<file path="src/hdl/otp_seq_pkg.sv">
// shared constants, types and helpers for the one-time-programmable memory programming sequencer
package otp_seq_pkg;

  // =========================================================
  // timing
  localparam int CLK_MHZ = 125;                     // pclk rate
  localparam int START_WAIT_US = 20;                // settle time after device reset
  localparam int START_WAIT_CYCLES = START_WAIT_US * CLK_MHZ;
  localparam int GUARD_W = 12;

  // =========================================================
  // link frame: start bit low, two opcode bits, eight payload bits, lsb first
  localparam logic [1:0] OP_ADDR_WR = 2'h0;         // select a link register
  localparam logic [1:0] OP_ADDR_RD = 2'h1;         // returns the status byte
  localparam logic [1:0] OP_DATA_WR = 2'h2;         // write the selected register
  localparam logic [1:0] OP_DATA_RD = 2'h3;         // read the selected register
  localparam logic [3:0] LAST_OP_BIT = 4'h1;
  localparam logic [3:0] LAST_DATA_BIT = 4'h7;

  // =========================================================
  // link register selectors
  localparam logic [7:0] SEL_DEVICE_CONTROL = 8'h00;
  localparam logic [7:0] SEL_PROGRAM_CONTROL = 8'h01;
  localparam logic [7:0] SEL_ADDRESS_HIGH = 8'h02;
  localparam logic [7:0] SEL_ADDRESS_LOW = 8'h03;
  localparam logic [7:0] SEL_DATA = 8'h04;
  localparam logic [7:0] SEL_STATUS = 8'h05;

  // =========================================================
  // control codes
  localparam int DEVICE_CONTROL_REG_CORE_RST_BIT = 2;           // 0x04 holds the core
  localparam logic [7:0] DEVICE_CONTROL_REG_RESET_ARM = 8'h02;
  localparam logic [7:0] DEVICE_CONTROL_REG_RESET_FIRE = 8'h00;
  localparam logic [7:0] KEY_ENTER_1 = 8'h40;
  localparam logic [7:0] KEY_ENTER_2 = 8'h4a;
  localparam logic [7:0] KEY_ENTER_2_OLD = 8'h58;
  localparam logic [7:0] KEY_LEAVE_1 = 8'h40;
  localparam logic [7:0] KEY_LEAVE_2 = 8'h00;
  localparam int STAT_BUSY_BIT = 0;                 // link status byte
  localparam int STAT_ERROR_BIT = 1;

  // =========================================================
  // apb register map, byte addresses
  localparam logic [7:0] APB_CTRL = 8'h00;
  localparam logic [7:0] APB_EVENTS = 8'h04;
  localparam logic [7:0] APB_MASK = 8'h08;
  localparam logic [7:0] APB_STATE = 8'h0c;
  localparam logic [7:0] APB_COUNT = 8'h10;
  localparam int CTRL_LINK_EN_BIT = 0;
  localparam int CTRL_LEGACY_BIT = 1;
  localparam logic [1:0] CTRL_RESET = 2'h1;
  localparam int EV_W = 5;
  localparam int EV_DONE = 0;                       // byte finished
  localparam int EV_ERROR = 1;                      // byte rejected or failed
  localparam int EV_ENTER = 2;                      // program mode entered
  localparam int EV_EXIT = 3;                       // program mode left
  localparam int EV_RESET = 4;                      // device reset requested

  // =========================================================
  // types
  typedef enum logic [3:0] {
    MODE_OFF = 4'b0001,
    MODE_ARMED = 4'b0010,
    MODE_PROG = 4'b0100,
    MODE_LEAVING = 4'b1000
  } mode_type;

  typedef enum logic [3:0] {
    B_IDLE = 4'b0001,
    B_CHECK = 4'b0010,
    B_WRITE = 4'b0100,
    B_WAIT = 4'b1000
  } byte_state_type;

  typedef enum logic [3:0] {
    L_IDLE = 4'b0001,
    L_OP = 4'b0010,
    L_WDATA = 4'b0100,
    L_RDATA = 4'b1000
  } link_state_type;

  // request to the memory macro
  typedef struct packed {
    logic req;
    logic [13:0] addr;
    logic [7:0] wdata;
  } otp_cmd_type;

  // completed link write aimed at one register
  function automatic logic link_wr_hit(input logic stb, input logic [1:0] op,
                                       input logic [7:0] sel, input logic [7:0] tgt);
    link_wr_hit = stb && (op == OP_DATA_WR) && (sel == tgt);
  endfunction

endpackage

</file>
<file path="src/hdl/pin_sync.sv">
// two-stage synchroniser for the link and voltage pins, with link clock edge detect
module pin_sync (
  input wire logic pclk,
  input wire logic presetn,
  input wire logic [2:0] pins,      // {vpp, data, link clock}
  output logic [2:0] pins_s,
  output logic clk_rise,
  output logic clk_fall
);

  // =========================================================
  // storage
  logic [2:0] meta_r;               // first stage, read only by the second
  logic [2:0] sync_r;
  logic clk_prev_r;                 // delayed synced clock for edges

  // =========================================================
  // synchroniser chain
  always_ff @(posedge pclk or negedge presetn) begin
    if (!presetn) begin
      meta_r <= 3'h0;
      sync_r <= 3'h0;
      clk_prev_r <= 1'b0;
    end else begin
      meta_r <= pins;
      sync_r <= meta_r;
      clk_prev_r <= sync_r[0];
    end
  end

  // edge detect looks only at the second stage
  assign pins_s = sync_r;
  assign clk_rise = sync_r[0] && !clk_prev_r;
  assign clk_fall = !sync_r[0] && clk_prev_r;

endmodule

</file>
<file path="src/hdl/otp_program_sequencer.sv">
// debug link programming sequencer for the one-time-programmable program memory
module otp_program_sequencer
  import otp_seq_pkg::*;
(
  input wire logic pclk,
  input wire logic presetn,
  input wire logic [7:0] paddr,
  input wire logic psel,
  input wire logic penable,
  input wire logic pwrite,
  input wire logic [31:0] pwdata,
  output logic [31:0] prdata,
  output logic pready,
  output logic pslverr,
  input wire logic link_clk_in,
  input wire logic link_dat_in,
  output logic link_dat_out,
  output logic link_dat_oe,
  input wire logic vpp_present_in,
  output otp_cmd_type otp_cmd,
  input wire logic [7:0] otp_rdata,
  input wire logic otp_done,
  input wire logic otp_fail,
  output logic core_reset,
  output logic device_reset_req,
  output logic irq
);

  // =========================================================
  // pin synchronisation
  logic [2:0] pins_s;               // {vpp, data, clock} after two flops
  logic clk_rise;
  logic clk_fall;
  logic dat_s;
  logic vpp_s;

  pin_sync u_sync (
    .pclk(pclk),
    .presetn(presetn),
    .pins({vpp_present_in, link_dat_in, link_clk_in}),
    .pins_s(pins_s),
    .clk_rise(clk_rise),
    .clk_fall(clk_fall)
  );

  assign dat_s = pins_s[1];
  assign vpp_s = pins_s[2];

  // =========================================================
  // state
  logic [GUARD_W-1:0] guard_cnt_r;  // counts the post-reset settle time
  logic guard_done_r;
  link_state_type link_state_r;
  logic [3:0] bit_cnt_r;
  logic [1:0] op_r;
  logic [7:0] shift_r;              // incoming payload
  logic [7:0] tx_r;                 // outgoing payload
  logic [7:0] sel_r;                // selected link register
  logic frame_stb_r;                // one cycle after a write frame ends
  logic dat_out_r;
  logic dat_oe_r;
  logic [7:0] device_control_reg_r;
  logic [7:0] progctl_r;
  logic reset_armed_r;
  logic reset_req_r;
  mode_type mode_r;
  logic [15:0] addr_r;              // high:low programming address
  byte_state_type byte_state_r;
  logic [7:0] wdata_r;
  logic [13:0] prog_addr_r;
  logic req_r;
  logic err_r;
  logic [1:0] ctrl_r;
  logic [EV_W-1:0] events_r;
  logic [EV_W-1:0] mask_r;
  logic [15:0] count_r;
  logic [31:0] prdata_r;

  // =========================================================
  // decode of completed link writes
  logic [1:0] op_nxt;
  logic link_go;
  logic wr_device_control_reg;
  logic wr_progctl;
  logic wr_addr_h;
  logic wr_addr_l;
  logic wr_data;
  logic busy;
  logic start_ok;
  logic start_bad;
  logic set_blank_bits;
  logic key2_ok;
  logic [7:0] status_byte;
  logic [7:0] read_byte;
  logic [EV_W-1:0] ev;

  assign op_nxt = {dat_s, op_r[1]};
  assign link_go = guard_done_r && ctrl_r[CTRL_LINK_EN_BIT];
  assign wr_device_control_reg = link_wr_hit(frame_stb_r, op_r, sel_r, SEL_DEVICE_CONTROL);
  assign wr_progctl = link_wr_hit(frame_stb_r, op_r, sel_r, SEL_PROGRAM_CONTROL);
  assign wr_addr_h = link_wr_hit(frame_stb_r, op_r, sel_r, SEL_ADDRESS_HIGH);
  assign wr_addr_l = link_wr_hit(frame_stb_r, op_r, sel_r, SEL_ADDRESS_LOW);
  assign wr_data = link_wr_hit(frame_stb_r, op_r, sel_r, SEL_DATA);
  assign busy = (byte_state_r != B_IDLE);

  // a byte is only programmed in program mode with the voltage present
  assign start_ok = wr_data && !busy && (mode_r == MODE_PROG) && vpp_s;
  assign start_bad = wr_data && !busy && !((mode_r == MODE_PROG) && vpp_s);
  // blank is all ones; a bit once cleared can never be set again
  assign set_blank_bits = |(~otp_rdata & wdata_r);
  // the older second key is honoured only when software allows it
  assign key2_ok = (shift_r == KEY_ENTER_2)
                   || (ctrl_r[CTRL_LEGACY_BIT] && (shift_r == KEY_ENTER_2_OLD));

  // status byte answered to every address read
  assign status_byte = {6'h00, err_r, busy};

  // readback of the selected register; data reads the memory itself
  assign read_byte = (sel_r == SEL_DEVICE_CONTROL) ? device_control_reg_r :
                     (sel_r == SEL_PROGRAM_CONTROL) ? progctl_r :
                     (sel_r == SEL_ADDRESS_HIGH) ? addr_r[15:8] :
                     (sel_r == SEL_ADDRESS_LOW) ? addr_r[7:0] :
                     (sel_r == SEL_DATA) ? otp_rdata :
                     (sel_r == SEL_STATUS) ? status_byte : 8'h00;

  // =========================================================
  // events
  assign ev[EV_DONE] = (byte_state_r == B_WAIT) && otp_done;
  assign ev[EV_ERROR] = start_bad || ((byte_state_r == B_CHECK) && set_blank_bits)
                        || ((byte_state_r == B_WAIT) && otp_done && otp_fail);
  assign ev[EV_ENTER] = wr_progctl && (mode_r == MODE_ARMED) && key2_ok;
  assign ev[EV_EXIT] = wr_progctl && (mode_r == MODE_LEAVING) && (shift_r == KEY_LEAVE_2);
  assign ev[EV_RESET] = wr_device_control_reg && reset_armed_r && (shift_r == DEVICE_CONTROL_REG_RESET_FIRE);

  // =========================================================
  // settle guard after device reset
  always_ff @(posedge pclk or negedge presetn) begin
    if (!presetn) begin
      guard_cnt_r <= '0;
      guard_done_r <= 1'b0;
    end else if (!guard_done_r) begin
      guard_cnt_r <= guard_cnt_r + 1'b1;
      guard_done_r <= (guard_cnt_r == GUARD_W'(START_WAIT_CYCLES - 1));
    end
  end

  // =========================================================
  // link frame receiver and transmitter, all on synced clock edges
  always_ff @(posedge pclk or negedge presetn) begin
    if (!presetn) begin
      link_state_r <= L_IDLE;
      bit_cnt_r <= 4'h0;
      op_r <= 2'h0;
      shift_r <= 8'h00;
      tx_r <= 8'h00;
      frame_stb_r <= 1'b0;
      dat_out_r <= 1'b0;
      dat_oe_r <= 1'b0;
    end else begin
      frame_stb_r <= 1'b0;
      unique case (link_state_r)
        L_IDLE: begin
          // start bit: data low at a clock rise
          if (link_go && clk_rise && !dat_s) begin
            link_state_r <= L_OP;
            bit_cnt_r <= 4'h0;
          end
        end
        L_OP: begin
          if (clk_rise) begin
            op_r <= op_nxt;
            bit_cnt_r <= bit_cnt_r + 1'b1;
            if (bit_cnt_r == LAST_OP_BIT) begin
              bit_cnt_r <= 4'h0;
              if (op_nxt[0]) begin
                // reads: address read gives status, data read the selection
                tx_r <= (op_nxt == OP_ADDR_RD) ? status_byte : read_byte;
                link_state_r <= L_RDATA;
              end else begin
                link_state_r <= L_WDATA;
              end
            end
          end
        end
        L_WDATA: begin
          if (clk_rise) begin
            shift_r <= {dat_s, shift_r[7:1]};
            bit_cnt_r <= bit_cnt_r + 1'b1;
            if (bit_cnt_r == LAST_DATA_BIT) begin
              frame_stb_r <= 1'b1;
              link_state_r <= L_IDLE;
            end
          end
        end
        L_RDATA: begin
          // drive on falling edges so the programmer samples on rising ones
          if (clk_fall) begin
            dat_out_r <= tx_r[0];
            tx_r <= {1'b0, tx_r[7:1]};
            dat_oe_r <= 1'b1;
          end
          if (clk_rise) begin
            bit_cnt_r <= bit_cnt_r + 1'b1;
            if (bit_cnt_r == LAST_DATA_BIT) begin
              dat_oe_r <= 1'b0;
              link_state_r <= L_IDLE;
            end
          end
        end
      endcase
    end
  end

  assign link_dat_out = dat_out_r;
  assign link_dat_oe = dat_oe_r;

  // =========================================================
  // register selection from address-write frames
  always_ff @(posedge pclk or negedge presetn) begin
    if (!presetn) begin
      sel_r <= SEL_STATUS;
    end else if (frame_stb_r && (op_r == OP_ADDR_WR)) begin
      sel_r <= shift_r;
    end
  end

  // =========================================================
  // device control: core hold and two-step device reset
  always_ff @(posedge pclk or negedge presetn) begin
    if (!presetn) begin
      device_control_reg_r <= 8'h00;
      reset_armed_r <= 1'b0;
      reset_req_r <= 1'b0;
    end else begin
      reset_req_r <= ev[EV_RESET];
      if (wr_device_control_reg) begin
        device_control_reg_r <= shift_r;
        // any other value breaks the arming pair
        reset_armed_r <= (shift_r == DEVICE_CONTROL_REG_RESET_ARM);
      end
    end
  end

  assign core_reset = device_control_reg_r[DEVICE_CONTROL_REG_CORE_RST_BIT];
  assign device_reset_req = reset_req_r;

  // =========================================================
  // program mode key sequencer
  always_ff @(posedge pclk or negedge presetn) begin
    if (!presetn) begin
      mode_r <= MODE_OFF;
      progctl_r <= 8'h00;
    end else if (reset_req_r) begin
      mode_r <= MODE_OFF;
    end else if (wr_progctl) begin
      progctl_r <= shift_r;
      unique case (mode_r)
        MODE_OFF: begin
          // entry needs the core held so it cannot fetch mid-program
          if ((shift_r == KEY_ENTER_1) && core_reset) begin
            mode_r <= MODE_ARMED;
          end
        end
        MODE_ARMED: begin
          mode_r <= ev[EV_ENTER] ? MODE_PROG : MODE_OFF;
        end
        MODE_PROG: begin
          if (shift_r == KEY_LEAVE_1) begin
            mode_r <= MODE_LEAVING;
          end
        end
        MODE_LEAVING: begin
          mode_r <= ev[EV_EXIT] ? MODE_OFF : MODE_PROG;
        end
      endcase
    end
  end

  // =========================================================
  // programming address, loaded in halves and stepped per byte
  always_ff @(posedge pclk or negedge presetn) begin
    if (!presetn) begin
      addr_r <= 16'h0000;
    end else if (wr_addr_h) begin
      addr_r[15:8] <= shift_r;
    end else if (wr_addr_l) begin
      addr_r[7:0] <= shift_r;
    end else if (start_ok) begin
      addr_r <= addr_r + 16'h0001;
    end
  end

  // =========================================================
  // byte programming engine
  always_ff @(posedge pclk or negedge presetn) begin
    if (!presetn) begin
      byte_state_r <= B_IDLE;
      wdata_r <= 8'hff;
      prog_addr_r <= 14'h0000;
      req_r <= 1'b0;
    end else begin
      req_r <= 1'b0;
      unique case (byte_state_r)
        B_IDLE: begin
          // idle address follows the pointer so data reads see it
          prog_addr_r <= addr_r[13:0];
          if (start_ok) begin
            wdata_r <= shift_r;
            byte_state_r <= B_CHECK;
          end
        end
        B_CHECK: begin
          if (set_blank_bits) begin
            byte_state_r <= B_IDLE;
          end else begin
            req_r <= 1'b1;
            byte_state_r <= B_WRITE;
          end
        end
        B_WRITE: begin
          byte_state_r <= B_WAIT;
        end
        B_WAIT: begin
          if (otp_done) begin
            byte_state_r <= B_IDLE;
          end
        end
      endcase
    end
  end

  assign otp_cmd = '{req: req_r, addr: prog_addr_r, wdata: wdata_r};

  // =========================================================
  // error bit seen by the programmer, cleared on mode entry
  always_ff @(posedge pclk or negedge presetn) begin
    if (!presetn) begin
      err_r <= 1'b0;
    end else if (ev[EV_ERROR]) begin
      err_r <= 1'b1;
    end else if (ev[EV_ENTER]) begin
      err_r <= 1'b0;
    end
  end

  // =========================================================
  // apb slave: zero wait states, read data captured in setup
  logic apb_setup;
  logic apb_wr;
  logic apb_hit;
  logic [31:0] apb_rd;

  assign apb_setup = psel && !penable;
  assign apb_wr = psel && penable && pwrite && apb_hit;
  assign apb_hit = (paddr == APB_CTRL) || (paddr == APB_EVENTS) || (paddr == APB_MASK)
                   || (paddr == APB_STATE) || (paddr == APB_COUNT);
  // no path into the memory exists from this bus
  assign apb_rd = (paddr == APB_CTRL) ? {30'h0, ctrl_r} :
                  (paddr == APB_EVENTS) ? {27'h0, events_r} :
                  (paddr == APB_MASK) ? {27'h0, mask_r} :
                  (paddr == APB_STATE) ? {8'h0, core_reset, vpp_s, busy, err_r,
                                          mode_r, addr_r} :
                  (paddr == APB_COUNT) ? {16'h0, count_r} : 32'h0;

  // register writes, sticky events with set beating clear
  always_ff @(posedge pclk or negedge presetn) begin
    if (!presetn) begin
      ctrl_r <= CTRL_RESET;
      mask_r <= '0;
      events_r <= '0;
      count_r <= 16'h0000;
      prdata_r <= 32'h0;
    end else begin
      if (apb_setup) begin
        prdata_r <= apb_rd;
      end
      if (apb_wr && (paddr == APB_CTRL)) begin
        ctrl_r <= pwdata[1:0];
      end
      if (apb_wr && (paddr == APB_MASK)) begin
        mask_r <= pwdata[EV_W-1:0];
      end
      if (apb_wr && (paddr == APB_EVENTS)) begin
        events_r <= (events_r & ~pwdata[EV_W-1:0]) | ev;
      end else begin
        events_r <= events_r | ev;
      end
      if (ev[EV_DONE] && !otp_fail) begin
        count_r <= count_r + 16'h0001;
      end
    end
  end

  assign prdata = prdata_r;
  assign pready = 1'b1;
  assign pslverr = psel && penable && !apb_hit;
  assign irq = |(events_r & mask_r);

endmodule

</file>
<file path="config.mk">
export PLATFORM = sky130hd
export DESIGN_NAME = otp_program_sequencer
export DESIGN_NICKNAME = d
export VERILOG_FILES = /design/src/hdl/otp_seq_pkg.sv /design/src/hdl/pin_sync.sv /design/src/hdl/otp_program_sequencer.sv
export SDC_FILE = /design/constraint.sdc
export NUM_CORES = 1
export LEC_CHECK = 0
export BUFFER_PORTS_ARGS = -buffer_cell sky130_fd_sc_hd__buf_2
export CORE_MARGIN = 1
export CORE_UTILIZATION = 40
export CTS_CLUSTER_SIZE = 14
export DETAILED_ROUTE_END_ITERATION = 8
export SLEW_MARGIN = 25
export SYNTH_ARGS = -nofsm -noshare
export SYNTH_HDL_FRONTEND = slang
export SYNTH_SLANG_ARGS = --single-unit
</file>
<file path="constraint.sdc">
create_clock -name pclk -period 2.3 [get_ports pclk]
set_clock_uncertainty 0.05 [all_clocks]
set_input_delay 0 -clock pclk [delete_from_list [all_inputs] [get_ports pclk]]
set_output_delay 0 -clock pclk [all_outputs]
set_load 0.02 [all_outputs]
</file>
==> flow_metrics.tcl <==
set metrics [dict create \
    cts_tree "yes" \
    clockPowerShare_pct 36.9 \
    fin_util_pct 49.3 \
    yosys.area.top_type_share_pct 45.9 \
    place_congestion 0.860 \
    stdcell_area_um2 10500 \
    nets 1057 \
    portBuffers 83 \
    synth_mux_area_share_pct 7.95 \
    drtPass1Iterations 5 \
    grt_pass1_wl_mm 35.6 \
    setup_viol 0 \
    startpoint_type "flip-flop" \
    hold_violations 0 \
    place_ws_ns 0.0847 \
    wl_met2_mm 10.4 \
    p_comb_share_pct 16.9 \
    synth_compound_area_share_pct 11.6 \
    arrival_ns 2.51 \
    fp.dieArea_um2 22600 \
    cts-root-buf "clkbuf_16" \
    num_rows 53 \
    final.min_clock_period_ns 2.24 \
    cap_violations 0 \
    seq_power_share_pct 46.2 \
    synth_common_cells "161 x dfrtp_1, 127 x nand2_1, 54 x mux2_2" \
    initial_core_util_pct 41.3 \
    rsz0062_at_grt "no" \
    status "finished, final reports clean" \
    wl_met3_um 798 \
    drv_slew 0 \
    synth-xor-area-share_pct 3.99 \
    required_ns 2.57 \
    ys_ff_latch 175 \
    cp-endpoint "addr_r[13]" \
    via_count 6809 \
    crit_path_end_kind "flip-flop" \
    slew_headroom_pct 60.9 \
    r2r_end "addr_r[13]" \
    reg2reg_depth 5 \
    worst-setup-path-type "reg2reg" \
    synth_most_common_cell "dfrtp_1" \
    cts_max_path_buffers 2 \
    synthCells 872 \
    dp_hpwl_mm 16.2 \
    ant_nets 0 \
    insertion_delay_ns 0.44 \
    critPathLaunch "sel_r[5]" \
    drt_iter0_markers 432 \
    min_path_type "in2async" \
    cts_made_buffers 17 \
    synth_edf_count 0 \
    intPower_mw 5.35 \
    hold_ws_ns 0.0380 \
    dieWidth_um 150 \
    wl_per_cell_um 17.1 \
    grt_pass1_vias 6758 \
    ys_seq_area_share_pct 50.1 \
    synth_flop_cell "dfrtp_1" \
    rr_startpoint "sel_r[5]" \
    r2r_setup_slack_ns 0.06 \
    clk_pin_slew_ns 0.07 \
    syn_to_final_growth_pct 19.5 \
    clock-sinks 175 \
    synthSimpleGateAreaFrac_pct 21.2 \
    fp.dieH_um 150 \
    layout_setup_ws_ns 0.0644 \
    io_pins 120 \
    path_cells "or4_4 > or3_4 > nor3_4 > a41oi_1 > o31a_1" \
    dp.cells 1237 \
    avgSynthCellArea_um2 10.1 \
    netSwitchingFraction_pct 29.0 \
    routed_via_density 5.32 \
    synthAdderAreaFrac_pct 0.712 \
    antenna_found_initial 0 \
    dr.max_layer_used "met4" \
    power_mw 7.54 \
    synth_top_area_cell "dfrtp_1" \
    wl_met1_mm 10.1 \
    yosysWarnings 0 \
    grt_max_degree 61 \
    h-tree-depth 4 \
    drc 0 \
    async_reset_ff_share_pct 100 \
    place_area_um2 9790 \
    slowest_stage "or4_4" \
    cp_slowest_stage_delay_ns 0.58 \
    track_usage_pct 20.6 \
    ir_drop_mv 0.508 \
    tightest_slew_ns 0.586 \
    synth_top_family_by_area "simple AND/OR/NAND/NOR gates" \
    synth_cell_types 77 \
    power.density_nw_per_um2 718 \
    leakage_nw 4.88 \
    grt_overflow_total 0 \
    synth.area.top_cells "dfrtp_1 46%, mux2_2 6.9%, nand2_1 5.4%, dfstp_2 4.2%, o21ai_0 2.3%" \
    drive_above_1_share_pct 27.1 \
    num_antenna_cells 0 \
    timing.final.crit_share_pct 97.2 \
    finalSetupTns_ns 0 \
    worstPathMaxFanout 5 \
    coreArea_um2 21300 \
    wl_mm 21.9 \
    max_freq_mhz 447 \
    switchingPower_mw 2.19 \
    syn_area_um2 8780 \
    fin_cells 1281 \
]
[cells in the final DEF (no fill, tap or decap), drive strengths merged, types with 19 or more instances in the layout]
cell type and n:
a21oi 31, buf 145, dfrtp 161, inv 31, mux2 54, nand2 127, nand2b 20, nand3 21
nor2 47, nor2b 21, nor3 19, o21ai 41, xnor2 20, xor2 20
[registers in the layout, summed over array words and instances, names as in the netlist, 4 cells and up]
signal and flops:
prdata 24, addr_r 16, count_r 16, prog_addr_r 14, guard_cnt_r 12, device_control_reg_r 8
progctl_r 8, sel_r 8, shift_r 8, tx_r 8, wdata_r 8, events_r 5
mask_r 5, bit_cnt_r 4, byte_state_r 4, link_state_r 4, mode_r 4
[worst max-delay path: cells and delay by family, from the launching register on]
| family | cells | cell delay, ns |
|---|---|---|
| AND/OR/NAND/NOR | 3 | 1.23 |
| AO/OA/AOI/OAI | 2 | 0.45 |
| flip-flops | 1 | 0.39 |
[final cells by class]
type,count,area [um^2]
inverter,27,101
fill,1995,10800
multi-input combinational,616,4060
sequential,175,4400
clock buffer,18,429
timing repair buffer,157,1040
tap,275,344
clock inverter,13,133
[power groups by stage]
stage               Combinational [mW]  Sequential (mW)  Clock [mW]
detailed placement                1.25             3.53           0
CTS                               1.28             3.48        2.86
global placement                  1.25             3.53           0
finish                            1.27             3.48        2.78
global route                      1.42             3.51        2.97
floorplan                        0.835             3.47           0
[cells by family after synthesis]
group | after synthesis
compound gates | 153
xor+xnor | 40
fa+ha+maj | 5
buf+inv | 88
flops | 175
mux | 63
other cells | 2
simple gates | 346
[layer usage]
metal | global-route usage (%) | vias to the layer above
li1 | - | 3313
met1 | 27.0 | 3301
met2 | 34.3 | 156
met3 | 3.30 | 39
met4 | 7.47 | 0
met5 | 0 | -
[timing repair]
item,4_1_cts,5_1_grt
buffers inserted,0,1
gates resized for setup,0,5
hold buffers,12,0
setup endpoints to repair,0,17
hold endpoints to repair,126,0
[worst min path at each step]
stage | cells after the start | to | slack [ns] | startpoint
2_1_floorplan | 0 | addr_r[0] | -0.35 | presetn
3_3_place_gp | 1 | prdata[11] | -0.04 | presetn
3_5_place_dp | 1 | prdata[11] | -0.04 | presetn
4_1_cts | 4 | prdata[0] | 0.03 | psel
5_1_grt | 4 | byte_state_r[2] | 0.08 | otp_rdata[7]
6_report | 2 | prdata[11] | 0.04 | presetn
No activity file was read; power rests on OpenSTA's default activity.
